<file path="config.mk">
export PLATFORM = sky130hd
export DESIGN_NAME = sysio_ctrl_regs
export DESIGN_NICKNAME = d
export VERILOG_FILES = /design/src/common/sysio_pkg.sv /design/src/hdl/sysio_ctrl_regs.sv
export SDC_FILE = /design/constraint.sdc
export NUM_CORES = 1
export LEC_CHECK = 0
export ABC_AREA = 1
export BUFFER_PORTS_ARGS = -buffer_cell sky130_fd_sc_hd__buf_2
export CAP_MARGIN = 0
export CORE_MARGIN = 1.5
export CORE_UTILIZATION = 60
export CTS_BUF_LIST = sky130_fd_sc_hd__clkbuf_16
export DETAILED_ROUTE_END_ITERATION = 8
export PLACE_DENSITY = 0.73
export SYNTH_ARGS = -nofsm -noshare
export SYNTH_HDL_FRONTEND = slang
export SYNTH_SLANG_ARGS = --single-unit
export TNS_END_PERCENT = 30
</file>
<file path="constraint.sdc">
create_clock -name ref_clk -period 5.35 [get_ports ref_clk]
set_input_delay 0.8025 -clock ref_clk [delete_from_list [all_inputs] [get_ports ref_clk]]
set_output_delay 0.8025 -clock ref_clk [all_outputs]
set_load 0.02 [all_outputs]
</file>
<file path="src/common/sysio_pkg.sv">
// register map, field positions and reset values of the system and i/o control bank
package sysio_pkg;
  // register offsets, plain register space
  localparam logic [3:0] OFS_PORT5_DATA = 4'h5;
  localparam logic [3:0] OFS_SYS_CLK_PWR = 4'hd;
  localparam logic [3:0] OFS_IR_PIN_FUNC = 4'he;
  localparam logic [3:0] OFS_IRQ_FLAGS = 4'hf;
  // register offsets, control space page 0
  localparam logic [3:0] OFS_PORT5_DIR_SEG = 4'h5;
  localparam logic [3:0] OFS_PORT6_DIR = 4'h6;
  localparam logic [3:0] OFS_PORT7_DIR = 4'h7;
  localparam logic [3:0] OFS_PORT8_DIR = 4'h8;
  localparam logic [3:0] OFS_AUX_PTR = 4'h9;
  localparam logic [3:0] OFS_AUX_WIN = 4'ha;
  // system clock and power register fields
  localparam int CORE_OSC_BIT = 0;
  localparam int BOOST_LSB = 1;
  localparam int IDLE_SEL_BIT = 3;
  localparam int PLL_LSB = 4;
  localparam logic [7:0] SYS_CLK_PWR_MASK = 8'h7f;
  // ir and pin function register fields
  localparam int EXT0_FUNC_BIT = 0;
  localparam int EXT1_FUNC_BIT = 1;
  localparam int TMR_FUNC_BIT = 2;
  localparam int IR_FUNC_BIT = 3;
  localparam int LOW_ONLY_BIT = 5;
  localparam int CARRIER_BIT = 6;
  localparam int IR_EN_BIT = 7;
  localparam logic [7:0] IR_PIN_FUNC_MASK = 8'hef;
  // port 5 data register fields
  localparam int PAGE_SEL_BIT = 0;
  localparam logic [7:0] PORT5_DATA_MASK = 8'hf1;
  // flag positions
  localparam int FLAG_INPUT_CHANGE = 7;
  // pll multiplier codes for x130, x65 and x244
  localparam logic [7:0] PLL_MUL_130 = 8'h82;
  localparam logic [7:0] PLL_MUL_65 = 8'h41;
  localparam logic [7:0] PLL_MUL_244 = 8'hf4;
  // booster divider terminal counts: /1, /4, /8, /16
  localparam logic [3:0] BOOST_TERM_1 = 4'h0;
  localparam logic [3:0] BOOST_TERM_4 = 4'h3;
  localparam logic [3:0] BOOST_TERM_8 = 4'h7;
  localparam logic [3:0] BOOST_TERM_16 = 4'hf;
  // reset values
  localparam logic [7:0] RST_ZERO = 8'h00;
  localparam logic [7:0] RST_DIR = 8'hff;
  localparam logic [7:0] RST_PORT5_DIR_SEG = 8'hf0;
  // auxiliary ram geometry
  localparam int AUX_DEPTH = 128;
  localparam int AUX_AW = 7;
endpackage

</file>
<file path="src/hdl/sysio_ctrl_regs.sv">
// system clock, ir/pin function, flag, port direction and auxiliary ram register bank
`timescale 1ns/10ps

// Contract
// RQ1: pll field gives sub clock x130, x65, x65/2, x65/4, or x244 when top bit set.
// RQ2: sleep instruction enters sleep with idle bit 0, idle with idle bit 1.
// RQ3: software places a no-operation right after every sleep instruction.
// RQ4: booster clock is sub clock divided by 1, 4, 8 or 16.
// RQ5: core oscillator bit 0 runs sub clock and stops main; 1 runs main.
// RQ6: ir disabled leaves the ir pin to port 5 direction bit 7.
// RQ7: carrier off: waveform from width timers, counter two runs free.
// RQ8: carrier on: low sections of the pulse carry counter two's carrier.
// RQ9: low-pulse-only bit ignores the high width timer.
// RQ10: ir pin function picks general i/o or ir output; direction bit 7 cleared.
// RQ11: timer input function picks general i/o or timer clock; direction bit 6 set.
// RQ12: external irq functions pick general i/o or irq input; direction bits 5/4 set.
// RQ13: each flag is set to one by its event, bit 7 down to 0.
// RQ14: bit 7 sets on any port 6 or port 8 input change.
// RQ15: bits 6..3 set on low width, high width, counter two, counter one underflow.
// RQ16: bits 2..0 set on irq pin 1, irq pin 0, general timer overflow.
// RQ17: direction bit 0 drives pin, 1 makes it input.
// RQ18: nibble selects hand port 7/8 nibbles to segments 16..31.
// RQ19: pointer holds seven bits, bit 7 reads zero.
// RQ20: data window reads and writes the byte at the pointer.
// RQ21: direction, segment and ram registers reachable only with page bit 0.
// RQ22: port 5 data bit 0 picks control page 0 or 1.
// RQ23: flags stay set until written zero; writing one does nothing.
module sysio_ctrl_regs (
  // clock and reset
  input wire logic ref_clk,
  input wire logic rst_n,
  // register port
  input wire logic ctrl_space,
  input wire logic [3:0] reg_addr,
  input wire logic [7:0] reg_wdata,
  input wire logic reg_wr,
  input wire logic reg_rd,
  output logic [7:0] reg_rdata,
  // core and clock control
  input wire logic sleep_instruction,
  input wire logic sub_clock_tick,
  output logic sleep_enter,
  output logic idle_enter,
  output logic core_osc_select,
  output logic main_osc_run,
  output logic [7:0] pll_mult_select,
  output logic [1:0] pll_post_shift,
  output logic booster_tick,
  // ir generator
  input wire logic ir_pulse_level,
  input wire logic carrier_level,
  output logic infrared_gen_enable,
  output logic carrier_mod_enable,
  output logic low_pulse_only,
  output logic high_timer_used,
  output logic counter_two_free_run,
  // pin functions
  output logic ir_pin_function,
  output logic timer_input_pin_function,
  output logic ext_irq1_pin_function,
  output logic ext_irq0_pin_function,
  output logic timer_pin_clk,
  output logic ext_irq1_in,
  output logic ext_irq0_in,
  // ports
  input wire logic [7:4] port5_in,
  input wire logic [7:0] port6_in,
  input wire logic [7:0] port8_in,
  output logic [7:4] port5_out,
  output logic [7:4] port5_oe,
  output logic [7:0] port6_oe,
  output logic [7:0] port7_oe,
  output logic [7:0] port8_oe,
  output logic [3:0] segment_nibble_sel,
  // interrupt events, bits 6..0
  input wire logic [6:0] irq_events
);
  import sysio_pkg::*;

  logic rst_meta_ff;
  logic rst_sync_n;
  logic [7:0] port5_data_ff;
  logic [7:0] sys_clk_pwr_ff;
  logic [7:0] ir_pin_func_ff;
  logic [7:0] irq_flags_ff;
  logic [7:0] port5_dir_seg_ff;
  logic [7:0] port6_dir_ff;
  logic [7:0] port7_dir_ff;
  logic [7:0] port8_dir_ff;
  logic [AUX_AW-1:0] aux_ptr_ff;
  logic [7:0] aux_mem [AUX_DEPTH];
  logic [7:0] rdata_ff;
  logic [7:0] port6_prev_ff;
  logic [7:0] port8_prev_ff;
  logic prev_valid_ff;
  logic [3:0] boost_cnt_ff;
  logic boost_tick_ff;
  logic sleep_ff;
  logic idle_ff;
  logic page0;
  logic wr_plain;
  logic wr_ctrl;
  logic [7:0] flag_set;
  logic [3:0] boost_term;
  logic ir_wave;

  // reset release through two flops; assertion stays asynchronous
  always_ff @(posedge ref_clk or negedge rst_n) begin
    if (!rst_n) begin
      rst_meta_ff <= 1'b0;
      rst_sync_n <= 1'b0;
    end else begin
      rst_meta_ff <= 1'b1;
      rst_sync_n <= rst_meta_ff;
    end
  end

  assign page0 = ~port5_data_ff[PAGE_SEL_BIT]; // RQ22
  assign wr_plain = reg_wr & ~ctrl_space;
  // page 1 control registers live elsewhere, so this bank ignores them
  assign wr_ctrl = reg_wr & ctrl_space & page0; // RQ21

  // plain register space
  always_ff @(posedge ref_clk or negedge rst_sync_n) begin
    if (!rst_sync_n) begin
      port5_data_ff <= RST_ZERO;
      sys_clk_pwr_ff <= RST_ZERO;
      ir_pin_func_ff <= RST_ZERO;
    end else if (wr_plain) begin
      if (reg_addr == OFS_PORT5_DATA)
        port5_data_ff <= reg_wdata & PORT5_DATA_MASK; // RQ22
      if (reg_addr == OFS_SYS_CLK_PWR)
        sys_clk_pwr_ff <= reg_wdata & SYS_CLK_PWR_MASK;
      if (reg_addr == OFS_IR_PIN_FUNC)
        ir_pin_func_ff <= reg_wdata & IR_PIN_FUNC_MASK;
    end
  end

  // flags: hardware set beats a software clear in the same cycle
  // pins idling high would look like a change against the reset value of the history flops
  assign flag_set = {prev_valid_ff & ((|((port6_in ^ port6_prev_ff) & port6_dir_ff)) |
                     (|((port8_in ^ port8_prev_ff) & port8_dir_ff))), irq_events}; // RQ14

  always_ff @(posedge ref_clk or negedge rst_sync_n) begin
    if (!rst_sync_n) begin
      port6_prev_ff <= RST_ZERO;
      port8_prev_ff <= RST_ZERO;
      prev_valid_ff <= 1'b0;
    end else begin
      port6_prev_ff <= port6_in;
      port8_prev_ff <= port8_in;
      prev_valid_ff <= 1'b1;
    end
  end

  generate
    for (genvar i = 0; i < 8; i++) begin : g_flag
      always_ff @(posedge ref_clk or negedge rst_sync_n) begin
        if (!rst_sync_n)
          irq_flags_ff[i] <= 1'b0;
        else if (flag_set[i])
          irq_flags_ff[i] <= 1'b1; // RQ13 RQ15 RQ16
        else if (wr_plain && reg_addr == OFS_IRQ_FLAGS && !reg_wdata[i])
          irq_flags_ff[i] <= 1'b0; // RQ23
      end
    end
  endgenerate

  // control space, page 0
  always_ff @(posedge ref_clk or negedge rst_sync_n) begin
    if (!rst_sync_n) begin
      port5_dir_seg_ff <= RST_PORT5_DIR_SEG;
      port6_dir_ff <= RST_DIR;
      port7_dir_ff <= RST_DIR;
      port8_dir_ff <= RST_DIR;
      aux_ptr_ff <= RST_ZERO[AUX_AW-1:0];
    end else if (wr_ctrl) begin
      case (reg_addr)
        OFS_PORT5_DIR_SEG: port5_dir_seg_ff <= reg_wdata;
        OFS_PORT6_DIR: port6_dir_ff <= reg_wdata;
        OFS_PORT7_DIR: port7_dir_ff <= reg_wdata;
        OFS_PORT8_DIR: port8_dir_ff <= reg_wdata;
        OFS_AUX_PTR: aux_ptr_ff <= reg_wdata[AUX_AW-1:0]; // RQ19
        default: ;
      endcase
    end
  end

  // auxiliary ram has no reset; contents are undefined until written
  always_ff @(posedge ref_clk) begin
    if (wr_ctrl && reg_addr == OFS_AUX_WIN)
      aux_mem[aux_ptr_ff] <= reg_wdata; // RQ20
  end

  // read data stands only in the cycle after the strobe
  always_ff @(posedge ref_clk or negedge rst_sync_n) begin
    if (!rst_sync_n)
      rdata_ff <= RST_ZERO;
    else if (!reg_rd)
      rdata_ff <= RST_ZERO;
    else if (!ctrl_space) begin
      case (reg_addr)
        OFS_PORT5_DATA: rdata_ff <= {port5_in, 3'h0, port5_data_ff[PAGE_SEL_BIT]};
        OFS_SYS_CLK_PWR: rdata_ff <= sys_clk_pwr_ff;
        OFS_IR_PIN_FUNC: rdata_ff <= ir_pin_func_ff;
        OFS_IRQ_FLAGS: rdata_ff <= irq_flags_ff;
        default: rdata_ff <= RST_ZERO;
      endcase
    end else if (page0) begin // RQ21
      case (reg_addr)
        OFS_PORT5_DIR_SEG: rdata_ff <= port5_dir_seg_ff;
        OFS_PORT6_DIR: rdata_ff <= port6_dir_ff;
        OFS_PORT7_DIR: rdata_ff <= port7_dir_ff;
        OFS_PORT8_DIR: rdata_ff <= port8_dir_ff;
        OFS_AUX_PTR: rdata_ff <= {1'b0, aux_ptr_ff}; // RQ19
        OFS_AUX_WIN: rdata_ff <= aux_mem[aux_ptr_ff]; // RQ20
        default: rdata_ff <= RST_ZERO;
      endcase
    end else
      rdata_ff <= RST_ZERO;
  end
  assign reg_rdata = rdata_ff;

  // sleep or idle entry, one-cycle pulses
  always_ff @(posedge ref_clk or negedge rst_sync_n) begin
    if (!rst_sync_n) begin
      sleep_ff <= 1'b0;
      idle_ff <= 1'b0;
    end else begin
      sleep_ff <= sleep_instruction & ~sys_clk_pwr_ff[IDLE_SEL_BIT]; // RQ2
      idle_ff <= sleep_instruction & sys_clk_pwr_ff[IDLE_SEL_BIT]; // RQ2
    end
  end
  assign sleep_enter = sleep_ff;
  assign idle_enter = idle_ff;

  assign core_osc_select = sys_clk_pwr_ff[CORE_OSC_BIT]; // RQ5
  assign main_osc_run = sys_clk_pwr_ff[CORE_OSC_BIT]; // RQ5

  // pll multiplier plus a right shift for the halved and quartered settings
  always_comb begin
    pll_mult_select = PLL_MUL_65;
    pll_post_shift = 2'h0;
    if (sys_clk_pwr_ff[PLL_LSB+2])
      pll_mult_select = PLL_MUL_244; // RQ1
    else if (sys_clk_pwr_ff[PLL_LSB+1 -: 2] == 2'h0)
      pll_mult_select = PLL_MUL_130; // RQ1
    else
      pll_post_shift = sys_clk_pwr_ff[PLL_LSB+1 -: 2] - 2'h1; // RQ1
  end

  // booster divider counts sub clock ticks
  always_comb begin
    case (sys_clk_pwr_ff[BOOST_LSB+1 -: 2])
      2'h0: boost_term = BOOST_TERM_1;
      2'h1: boost_term = BOOST_TERM_4;
      2'h2: boost_term = BOOST_TERM_8;
      default: boost_term = BOOST_TERM_16;
    endcase
  end

  always_ff @(posedge ref_clk or negedge rst_sync_n) begin
    if (!rst_sync_n) begin
      boost_cnt_ff <= 4'h0;
      boost_tick_ff <= 1'b0;
    end else begin
      boost_tick_ff <= sub_clock_tick && boost_cnt_ff >= boost_term; // RQ4
      if (sub_clock_tick)
        boost_cnt_ff <= (boost_cnt_ff >= boost_term) ? 4'h0 : boost_cnt_ff + 4'h1; // RQ4
    end
  end
  assign booster_tick = boost_tick_ff;

  // ir generator control
  assign infrared_gen_enable = ir_pin_func_ff[IR_EN_BIT];
  assign carrier_mod_enable = ir_pin_func_ff[CARRIER_BIT];
  assign counter_two_free_run = ~ir_pin_func_ff[CARRIER_BIT]; // RQ7
  assign low_pulse_only = ir_pin_func_ff[LOW_ONLY_BIT];
  assign high_timer_used = ~ir_pin_func_ff[LOW_ONLY_BIT]; // RQ9
  // carrier fills the low sections only; high sections stay high
  assign ir_wave = ir_pin_func_ff[CARRIER_BIT] ?
                   (ir_pulse_level | carrier_level) : ir_pulse_level; // RQ7 RQ8

  // pin functions
  assign ir_pin_function = ir_pin_func_ff[IR_FUNC_BIT];
  assign timer_input_pin_function = ir_pin_func_ff[TMR_FUNC_BIT];
  assign ext_irq1_pin_function = ir_pin_func_ff[EXT1_FUNC_BIT];
  assign ext_irq0_pin_function = ir_pin_func_ff[EXT0_FUNC_BIT];
  assign timer_pin_clk = ir_pin_func_ff[TMR_FUNC_BIT] & port5_in[6]; // RQ11
  assign ext_irq1_in = ir_pin_func_ff[EXT1_FUNC_BIT] & port5_in[5]; // RQ12
  assign ext_irq0_in = ir_pin_func_ff[EXT0_FUNC_BIT] & port5_in[4]; // RQ12

  // port 5: the ir pin takes the waveform only while both ir bits are set
  always_comb begin
    port5_out = port5_data_ff[7:4];
    port5_oe = ~port5_dir_seg_ff[7:4]; // RQ17
    if (ir_pin_func_ff[IR_FUNC_BIT] && ir_pin_func_ff[IR_EN_BIT])
      port5_out[7] = ir_wave; // RQ10
    // with ir off the pin falls back to its port 5 data bit 7
    if (ir_pin_func_ff[IR_FUNC_BIT] && !ir_pin_func_ff[IR_EN_BIT])
      port5_out[7] = port5_data_ff[7]; // RQ6
  end

  assign port6_oe = ~port6_dir_ff; // RQ17
  assign segment_nibble_sel = port5_dir_seg_ff[3:0]; // RQ18
  // a nibble handed to the segment driver is never driven by the port
  assign port7_oe = ~port7_dir_ff & ~{{4{port5_dir_seg_ff[1]}}, {4{port5_dir_seg_ff[0]}}}; // RQ18
  assign port8_oe = ~port8_dir_ff & ~{{4{port5_dir_seg_ff[3]}}, {4{port5_dir_seg_ff[2]}}}; // RQ18

  // checks
  sleep_mode_a: assert property (@(posedge ref_clk) disable iff (!rst_sync_n)
    sleep_instruction |=> (sleep_enter != idle_enter) &&
    (idle_enter == $past(sys_clk_pwr_ff[IDLE_SEL_BIT])))
    else $error("sleep or idle pulse wrong"); // RQ2
  flag_sticky_a: assert property (@(posedge ref_clk) disable iff (!rst_sync_n)
    (irq_flags_ff[0] && !(wr_plain && reg_addr == OFS_IRQ_FLAGS && !reg_wdata[0]))
    |=> irq_flags_ff[0])
    else $error("flag lost without a zero write"); // RQ23
  flag_set_a: assert property (@(posedge ref_clk) disable iff (!rst_sync_n)
    irq_events[3] |=> irq_flags_ff[3])
    else $error("event did not set flag"); // RQ15
  flag_clear_a: assert property (@(posedge ref_clk) disable iff (!rst_sync_n)
    (wr_plain && reg_addr == OFS_IRQ_FLAGS && reg_wdata == 8'h00 && flag_set == 8'h00)
    |=> irq_flags_ff == 8'h00)
    else $error("zero write did not clear flags"); // RQ23
  change_flag_a: assert property (@(posedge ref_clk) disable iff (!rst_sync_n)
    (port6_dir_ff[0] && $changed(port6_in[0])) |-> ##1 irq_flags_ff[FLAG_INPUT_CHANGE])
    else $error("input change missed"); // RQ14
  page_guard_a: assert property (@(posedge ref_clk) disable iff (!rst_sync_n)
    (reg_wr && ctrl_space && port5_data_ff[PAGE_SEL_BIT]) |=> $stable(port6_dir_ff))
    else $error("page 1 write reached page 0"); // RQ21
  ptr_top_a: assert property (@(posedge ref_clk) disable iff (!rst_sync_n)
    (reg_rd && ctrl_space && page0 && reg_addr == OFS_AUX_PTR) |=> !reg_rdata[7])
    else $error("pointer bit 7 not zero"); // RQ19
  ram_back_a: assert property (@(posedge ref_clk) disable iff (!rst_sync_n)
    (wr_ctrl && reg_addr == OFS_AUX_WIN) ##1
    (reg_rd && ctrl_space && page0 && reg_addr == OFS_AUX_WIN && $stable(aux_ptr_ff))
    |=> reg_rdata == $past(reg_wdata, 2))
    else $error("window read back mismatch"); // RQ20
  pll_top_a: assert property (@(posedge ref_clk) disable iff (!rst_sync_n)
    sys_clk_pwr_ff[PLL_LSB+2] |-> pll_mult_select == PLL_MUL_244 && pll_post_shift == 2'h0)
    else $error("pll top setting wrong"); // RQ1
  boost_div_a: assert property (@(posedge ref_clk) disable iff (!rst_sync_n)
    (booster_tick && sys_clk_pwr_ff[BOOST_LSB+1 -: 2] == 2'h1 && $stable(sys_clk_pwr_ff))
    |-> boost_cnt_ff == 4'h0)
    else $error("booster divider phase wrong"); // RQ4
  seg_oe_a: assert property (@(posedge ref_clk) disable iff (!rst_sync_n)
    port5_dir_seg_ff[3] |-> port8_oe[7:4] == 4'h0)
    else $error("segment nibble still driven"); // RQ18

  idle_seen_c: cover property (@(posedge ref_clk) disable iff (!rst_sync_n) idle_enter);
  flag_race_c: cover property (@(posedge ref_clk) disable iff (!rst_sync_n)
    irq_events[3] && wr_plain && reg_addr == OFS_IRQ_FLAGS);
  ram_read_c: cover property (@(posedge ref_clk) disable iff (!rst_sync_n)
    reg_rd && ctrl_space && page0 && reg_addr == OFS_AUX_WIN);
endmodule // sysio_ctrl_regs

</file>
==> flow_summary.html <==
<table>
<tr><th>Metric</th><th>Value</th></tr>
<tr><th colspan="2">Global route</th></tr>
<tr><td>Antenna violations before repair</td><td>2</td></tr>
<tr><td>Met1 track demand over resource in global routing</td><td>40.5%</td></tr>
<tr><td>M2 GR Usage</td><td>a little under half</td></tr>
<tr><td>Global routing met3 resource utilization</td><td>approximately 5.3%</td></tr>
<tr><td>Combined global-route utilization of all metal layers</td><td>29.0%</td></tr>
<tr><td>Number of global-route vias before repair</td><td>31,800</td></tr>
<tr><td>Global route total overflow</td><td>0</td></tr>
<tr><td>Maximum number of pins on one net before global-route repair</td><td>~200</td></tr>
<tr><td>Global-route wire length before repair</td><td>roughly 180,000 microns</td></tr>
<tr><td>Layer with the highest usage after global routing</td><td>met2</td></tr>
<tr><th colspan="2">Synth</th></tr>
<tr><td>Ys flop type</td><td>edfxtp_1</td></tr>
<tr><td>Yosys warning total</td><td>0</td></tr>
<tr><td>Area contributors post-synth</td><td>edfxtp_1 63%, nand2_1 10%, inv_1 6.5%, nor2_1 4.8%, nand3_1 4.4%</td></tr>
<tr><td>Gate count after technology mapping</td><td>4,911</td></tr>
<tr><td>Register area share after synthesis</td><td>67.7%</td></tr>
<tr><td>Async set-or-reset flop fraction in the synthesized netlist</td><td>just under 9%</td></tr>
<tr><td>Fraction of post-synthesis cell area in the top cell type by area</td><td>approximately 63%</td></tr>
<tr><td>Netlist area before placement</td><td>49,200 sq um</td></tr>
<tr><td>Number of distinct library cells after synthesis</td><td>38</td></tr>
<tr><td>Cell taking the most area after synthesis</td><td>edfxtp_1</td></tr>
<tr><td>Syn Area/Cell</td><td>10.0 sq um</td></tr>
<tr><td>Flip-flop and latch count after synthesis</td><td>between 1,000 and 1,500</td></tr>
<tr><td>Number of synthesized flops with an enable pin</td><td>1,024</td></tr>
<tr><th colspan="2">Final layout</th></tr>
<tr><td>Leading cell type in the layout, fill and taps excluded</td><td>nand2_1</td></tr>
<tr><td>Synth-to-Final Area Change</td><td>10.0%</td></tr>
<tr><td>Proportion of layout cells with a drive suffix above 1</td><td>under 10%</td></tr>
<tr><td>Ant. Diodes</td><td>0</td></tr>
<tr><td>Number of nets in the finished design</td><td>5,024</td></tr>
<tr><td>Core utilization of the finished layout</td><td>approximately two thirds</td></tr>
<tr><td>Filler-free cell count of the finished design</td><td>6,124</td></tr>
<tr><td>Highest-count cells in the layout ignoring fill and taps</td><td>1,305 x nand2_1, 1,024 x edfxtp_1, 870 x inv_1</td></tr>
<tr><th colspan="2">STA</th></tr>
<tr><td>Crit path time final</td><td>between 3000 and 4000 ps</td></tr>
<tr><td>Pins over their slew limit</td><td>0</td></tr>
<tr><td># setup viols final</td><td>0</td></tr>
<tr><td>Final hold viol count</td><td>0</td></tr>
<tr><td>Fmax</td><td>between 200 and 300 MHz</td></tr>
<tr><td>Worst-case clock skew</td><td>22.4 ps</td></tr>
<tr><td>Final period utilization</td><td>72.3%</td></tr>
<tr><td>Least-Margin Pin Slew</td><td>1160 ps</td></tr>
<tr><td>TNS Setup</td><td>0 ps</td></tr>
<tr><td>Tightest slew margin relative to the limit</td><td>22.2%</td></tr>
<tr><td>RSZ-0062 raised after global routing</td><td>no</td></tr>
<tr><th colspan="2">Power and ir drop</th></tr>
<tr><td>Leakage power total</td><td>about 23 nW</td></tr>
<tr><td>Final total power</td><td>20.8 mW</td></tr>
<tr><td>Highest ir drop seen on vdd</td><td>0.301 mV</td></tr>
<tr><td>Power Dens Cells</td><td>a little under 400 nW/um^2</td></tr>
<tr><th colspan="2">Drt</th></tr>
<tr><td>Number of routed nets with antenna violations</td><td>0</td></tr>
<tr><td>Per-cell via count in the routed design</td><td>~5.4</td></tr>
<tr><td>Final routed wire length divided by cell count</td><td>19.6 microns</td></tr>
<tr><td>Iteration count of the initial detailed-routing pass</td><td>7</td></tr>
<tr><td>Routed WL</td><td>120,000 microns</td></tr>
<tr><td>Detailed-route via count</td><td>32,900</td></tr>
<tr><td>Post-route DRC violation count</td><td>0</td></tr>
<tr><td>Count of routing violations after the opening detailed-route iteration</td><td>4,022</td></tr>
<tr><th colspan="2">Floorplan</th></tr>
<tr><td>Standard-cell row count</td><td>between 100 and 150</td></tr>
<tr><td>Die area</td><td>83,700 sq um</td></tr>
<tr><td>Io pins</td><td>119</td></tr>
<tr><td>Starting Density</td><td>60.8%</td></tr>
<tr><td>Area inside the core boundary</td><td>~80,000 sq um</td></tr>
<tr><td>Horizontal extent of the die</td><td>289 microns</td></tr>
<tr><td>Die height</td><td>289 microns</td></tr>
<tr><th colspan="2">Critical path</th></tr>
<tr><td>Maximum cell stage delay along the critical path</td><td>roughly 760 ps</td></tr>
<tr><td>Flop-to-flop setup slack</td><td>between 1500 and 2000 ps</td></tr>
<tr><td>Data arrival time of the worst path</td><td>4170 ps</td></tr>
<tr><td>Critical path startpoint category</td><td>input pin</td></tr>
<tr><td>Critical Setup Path Class</td><td>input pin to register</td></tr>
<tr><td>Worst endpoint required time</td><td>5650 ps</td></tr>
<tr><td>CP Max Fanout</td><td>16</td></tr>
<tr><td>Ordered list of cells on the worst path</td><td>buf_2 &gt; inv_1 &gt; nor3_1 &gt; nand2_1 &gt; nor2_1 &gt; nand2_1 &gt; buf_4 &gt; nor2_1</td></tr>
<tr><td>Cell at the slowest stage of the critical path</td><td>nand2_1</td></tr>
<tr><td>Category of the worst setup path capture point</td><td>register</td></tr>
<tr><th colspan="2">Clocking</th></tr>
<tr><td>Number of clock sinks</td><td>1,124</td></tr>
<tr><td>Clock Latency Late Sink</td><td>slightly below 700 ps</td></tr>
<tr><td>Clock tree from TritonCTS</td><td>yes</td></tr>
<tr><td>Num CTS Buffers</td><td>111</td></tr>
<tr><td>CTS clock-pin slew for the worst setup and hold paths</td><td>roughly 60 ps</td></tr>
<tr><td>Buffer cell driving the clock tree root</td><td>clkbuf_16</td></tr>
<tr><td>CTS H-Tree Depth</td><td>3</td></tr>
<tr><td>Clock Tree Buf Depth</td><td>3</td></tr>
<tr><th colspan="2">Placement</th></tr>
<tr><td>Final HPWL from detailed placement</td><td>71,400 microns</td></tr>
<tr><td>Instance count after placement with tap cells included</td><td>5,917</td></tr>
<tr><td>Input/output buffers</td><td>117</td></tr>
<tr><td>Placer's final routability congestion estimate</td><td>between 0.9 and 1</td></tr>
<tr><th colspan="2">Job</th></tr>
<tr><td>Maximum capacitance violations</td><td>0</td></tr>
<tr><th colspan="2">Status</th></tr>
<tr><td>Result of the run</td><td>finished, final reports clean</td></tr>
<tr><th colspan="2">Worst hold path</th></tr>
<tr><td>Hold WC Path Type</td><td>input pin to register</td></tr>
</table>
[critical path: cells and delay by family]
kind,cells,cell delay (ps)
and+or+nand+nor,5,2510
buffers and inverters,3,830
[registers in the layout, summed over array words and instances, names as in the netlist, 8 cells and up]
name	flops
aux_mem	1024
irq_flags_ff	8
port5_dir_seg_ff	8
port6_dir_ff	8
port6_prev_ff	8
port7_dir_ff	8
port8_dir_ff	8
port8_prev_ff	8
reg_rdata	8
[area by class of cell]
cell class | count | area [sq um]
fillers | 6141 | 26700
repair buffers | 161 | 1100
clock inverters | 95 | 812
well taps | 1060 | 1330
multi-input cells | 2717 | 11600
clock buffers | 111 | 2780
flip-flops and latches | 1124 | 33300
inverters | 856 | 3230
[synthesized netlist by cell type (2+ instances only)]
| cell type | instances |
|---|---|
| o21ai_0 | 122 |
| inv_1 | 851 |
| a221oi_1 | 5 |
| buf_2 | 122 |
| edfxtp_1 | 1024 |
| nor3_1 | 4 |
| buf_4 | 33 |
| a21oi_1 | 24 |
| or2_2 | 68 |
| o21bai_1 | 7 |
| dfstp_2 | 28 |
| nor2_1 | 623 |
| o22ai_1 | 7 |
| o31ai_1 | 3 |
| inv_2 | 3 |
| nand2_1 | 1306 |
| nor2_2 | 2 |
| buf_6 | 6 |
| ha_1 | 5 |
| o21ai_1 | 8 |
| conb_1 | 2 |
| nand3_1 | 434 |
| o211ai_1 | 24 |
| dfrtp_1 | 72 |
| clkbuf_1 | 53 |
| a211oi_1 | 3 |
| or2_1 | 54 |
| nand4_1 | 5 |
| xor2_1 | 4 |
[metal layers]
layer | wire length, microns | vias to the layer above
li1 | - | 15700
met1 | 48900 | 15400
met2 | 55100 | 1598
met3 | 11800 | 262
met4 | 4080 | 0
met5 | 0 | -
[stage by stage]
step / setup slack (ps) / instance area (sq um) / hold slack [ps]
2_1_floorplan: 2410 / 49200 / 331
3_3_place_gp: 1040 / 50500 / 337
3_5_place_dp: 902 / 50500 / 336
4_1_cts: 1600 / 54100 / 230
5_1_grt: 1370 / 54100 / 239
6_report: 1480 / 54100 / 252
[path summary, 6_finish.rpt]
| check | startpoint | to | cells after the start |
|---|---|---|---|
| max in group asynchronous | rst_sync_n$_DFF_PN0_ | port6_dir_ff[0]$_DFFE_PN1P_ | 1 |
| min | port8_in[1] | port8_prev_ff[1]$_DFF_PN0_ | 1 |
| min in group asynchronous | rst_sync_n$_DFF_PN0_ | irq_flags_ff[6]$_DFFE_PN0P_ | 0 |
| max | ctrl_space | aux_mem[95][2]$_DFFE_PP_ | 8 |
| max reg2reg | port5_data_ff[0]$_DFFE_PN0P_ | aux_mem[95][2]$_DFFE_PP_ | 6 |
| min reg2reg | rst_meta_ff$_DFF_PN0_ | rst_sync_n$_DFF_PN0_ | 0 |
[kinds of logic (layout without fill, tap and decap cells)]
group,after synthesis,count (layout),synth area share (%)
and+or+nand+nor,2498,2498,20.9
buffers and inverters,1071,1223,8.84
AOI/OAI and AO/OA,206,206,2.36
adders and majority gates,5,5,0.127
other,2,3,0.0153
xor gates and xnor gates,5,5,0.0891
DFF,1124,1124,67.7
[repair_timing]
action                                 in CTS  in global routing
buffers inserted                            0                  0
setup endpoints to repair                   0                  0
endpoints found under the hold margin       2                  0
resized for setup                           0                  0
hold buffers                                1                  0
[power by group]
group	internal, mW	switching [mW]	total (mW)
Clock	4.40	3.29	7.69
Sequential	9.72	0.138	9.86
Combinational	0.888	2.39	3.28
(Power assumes the default switching activity.)
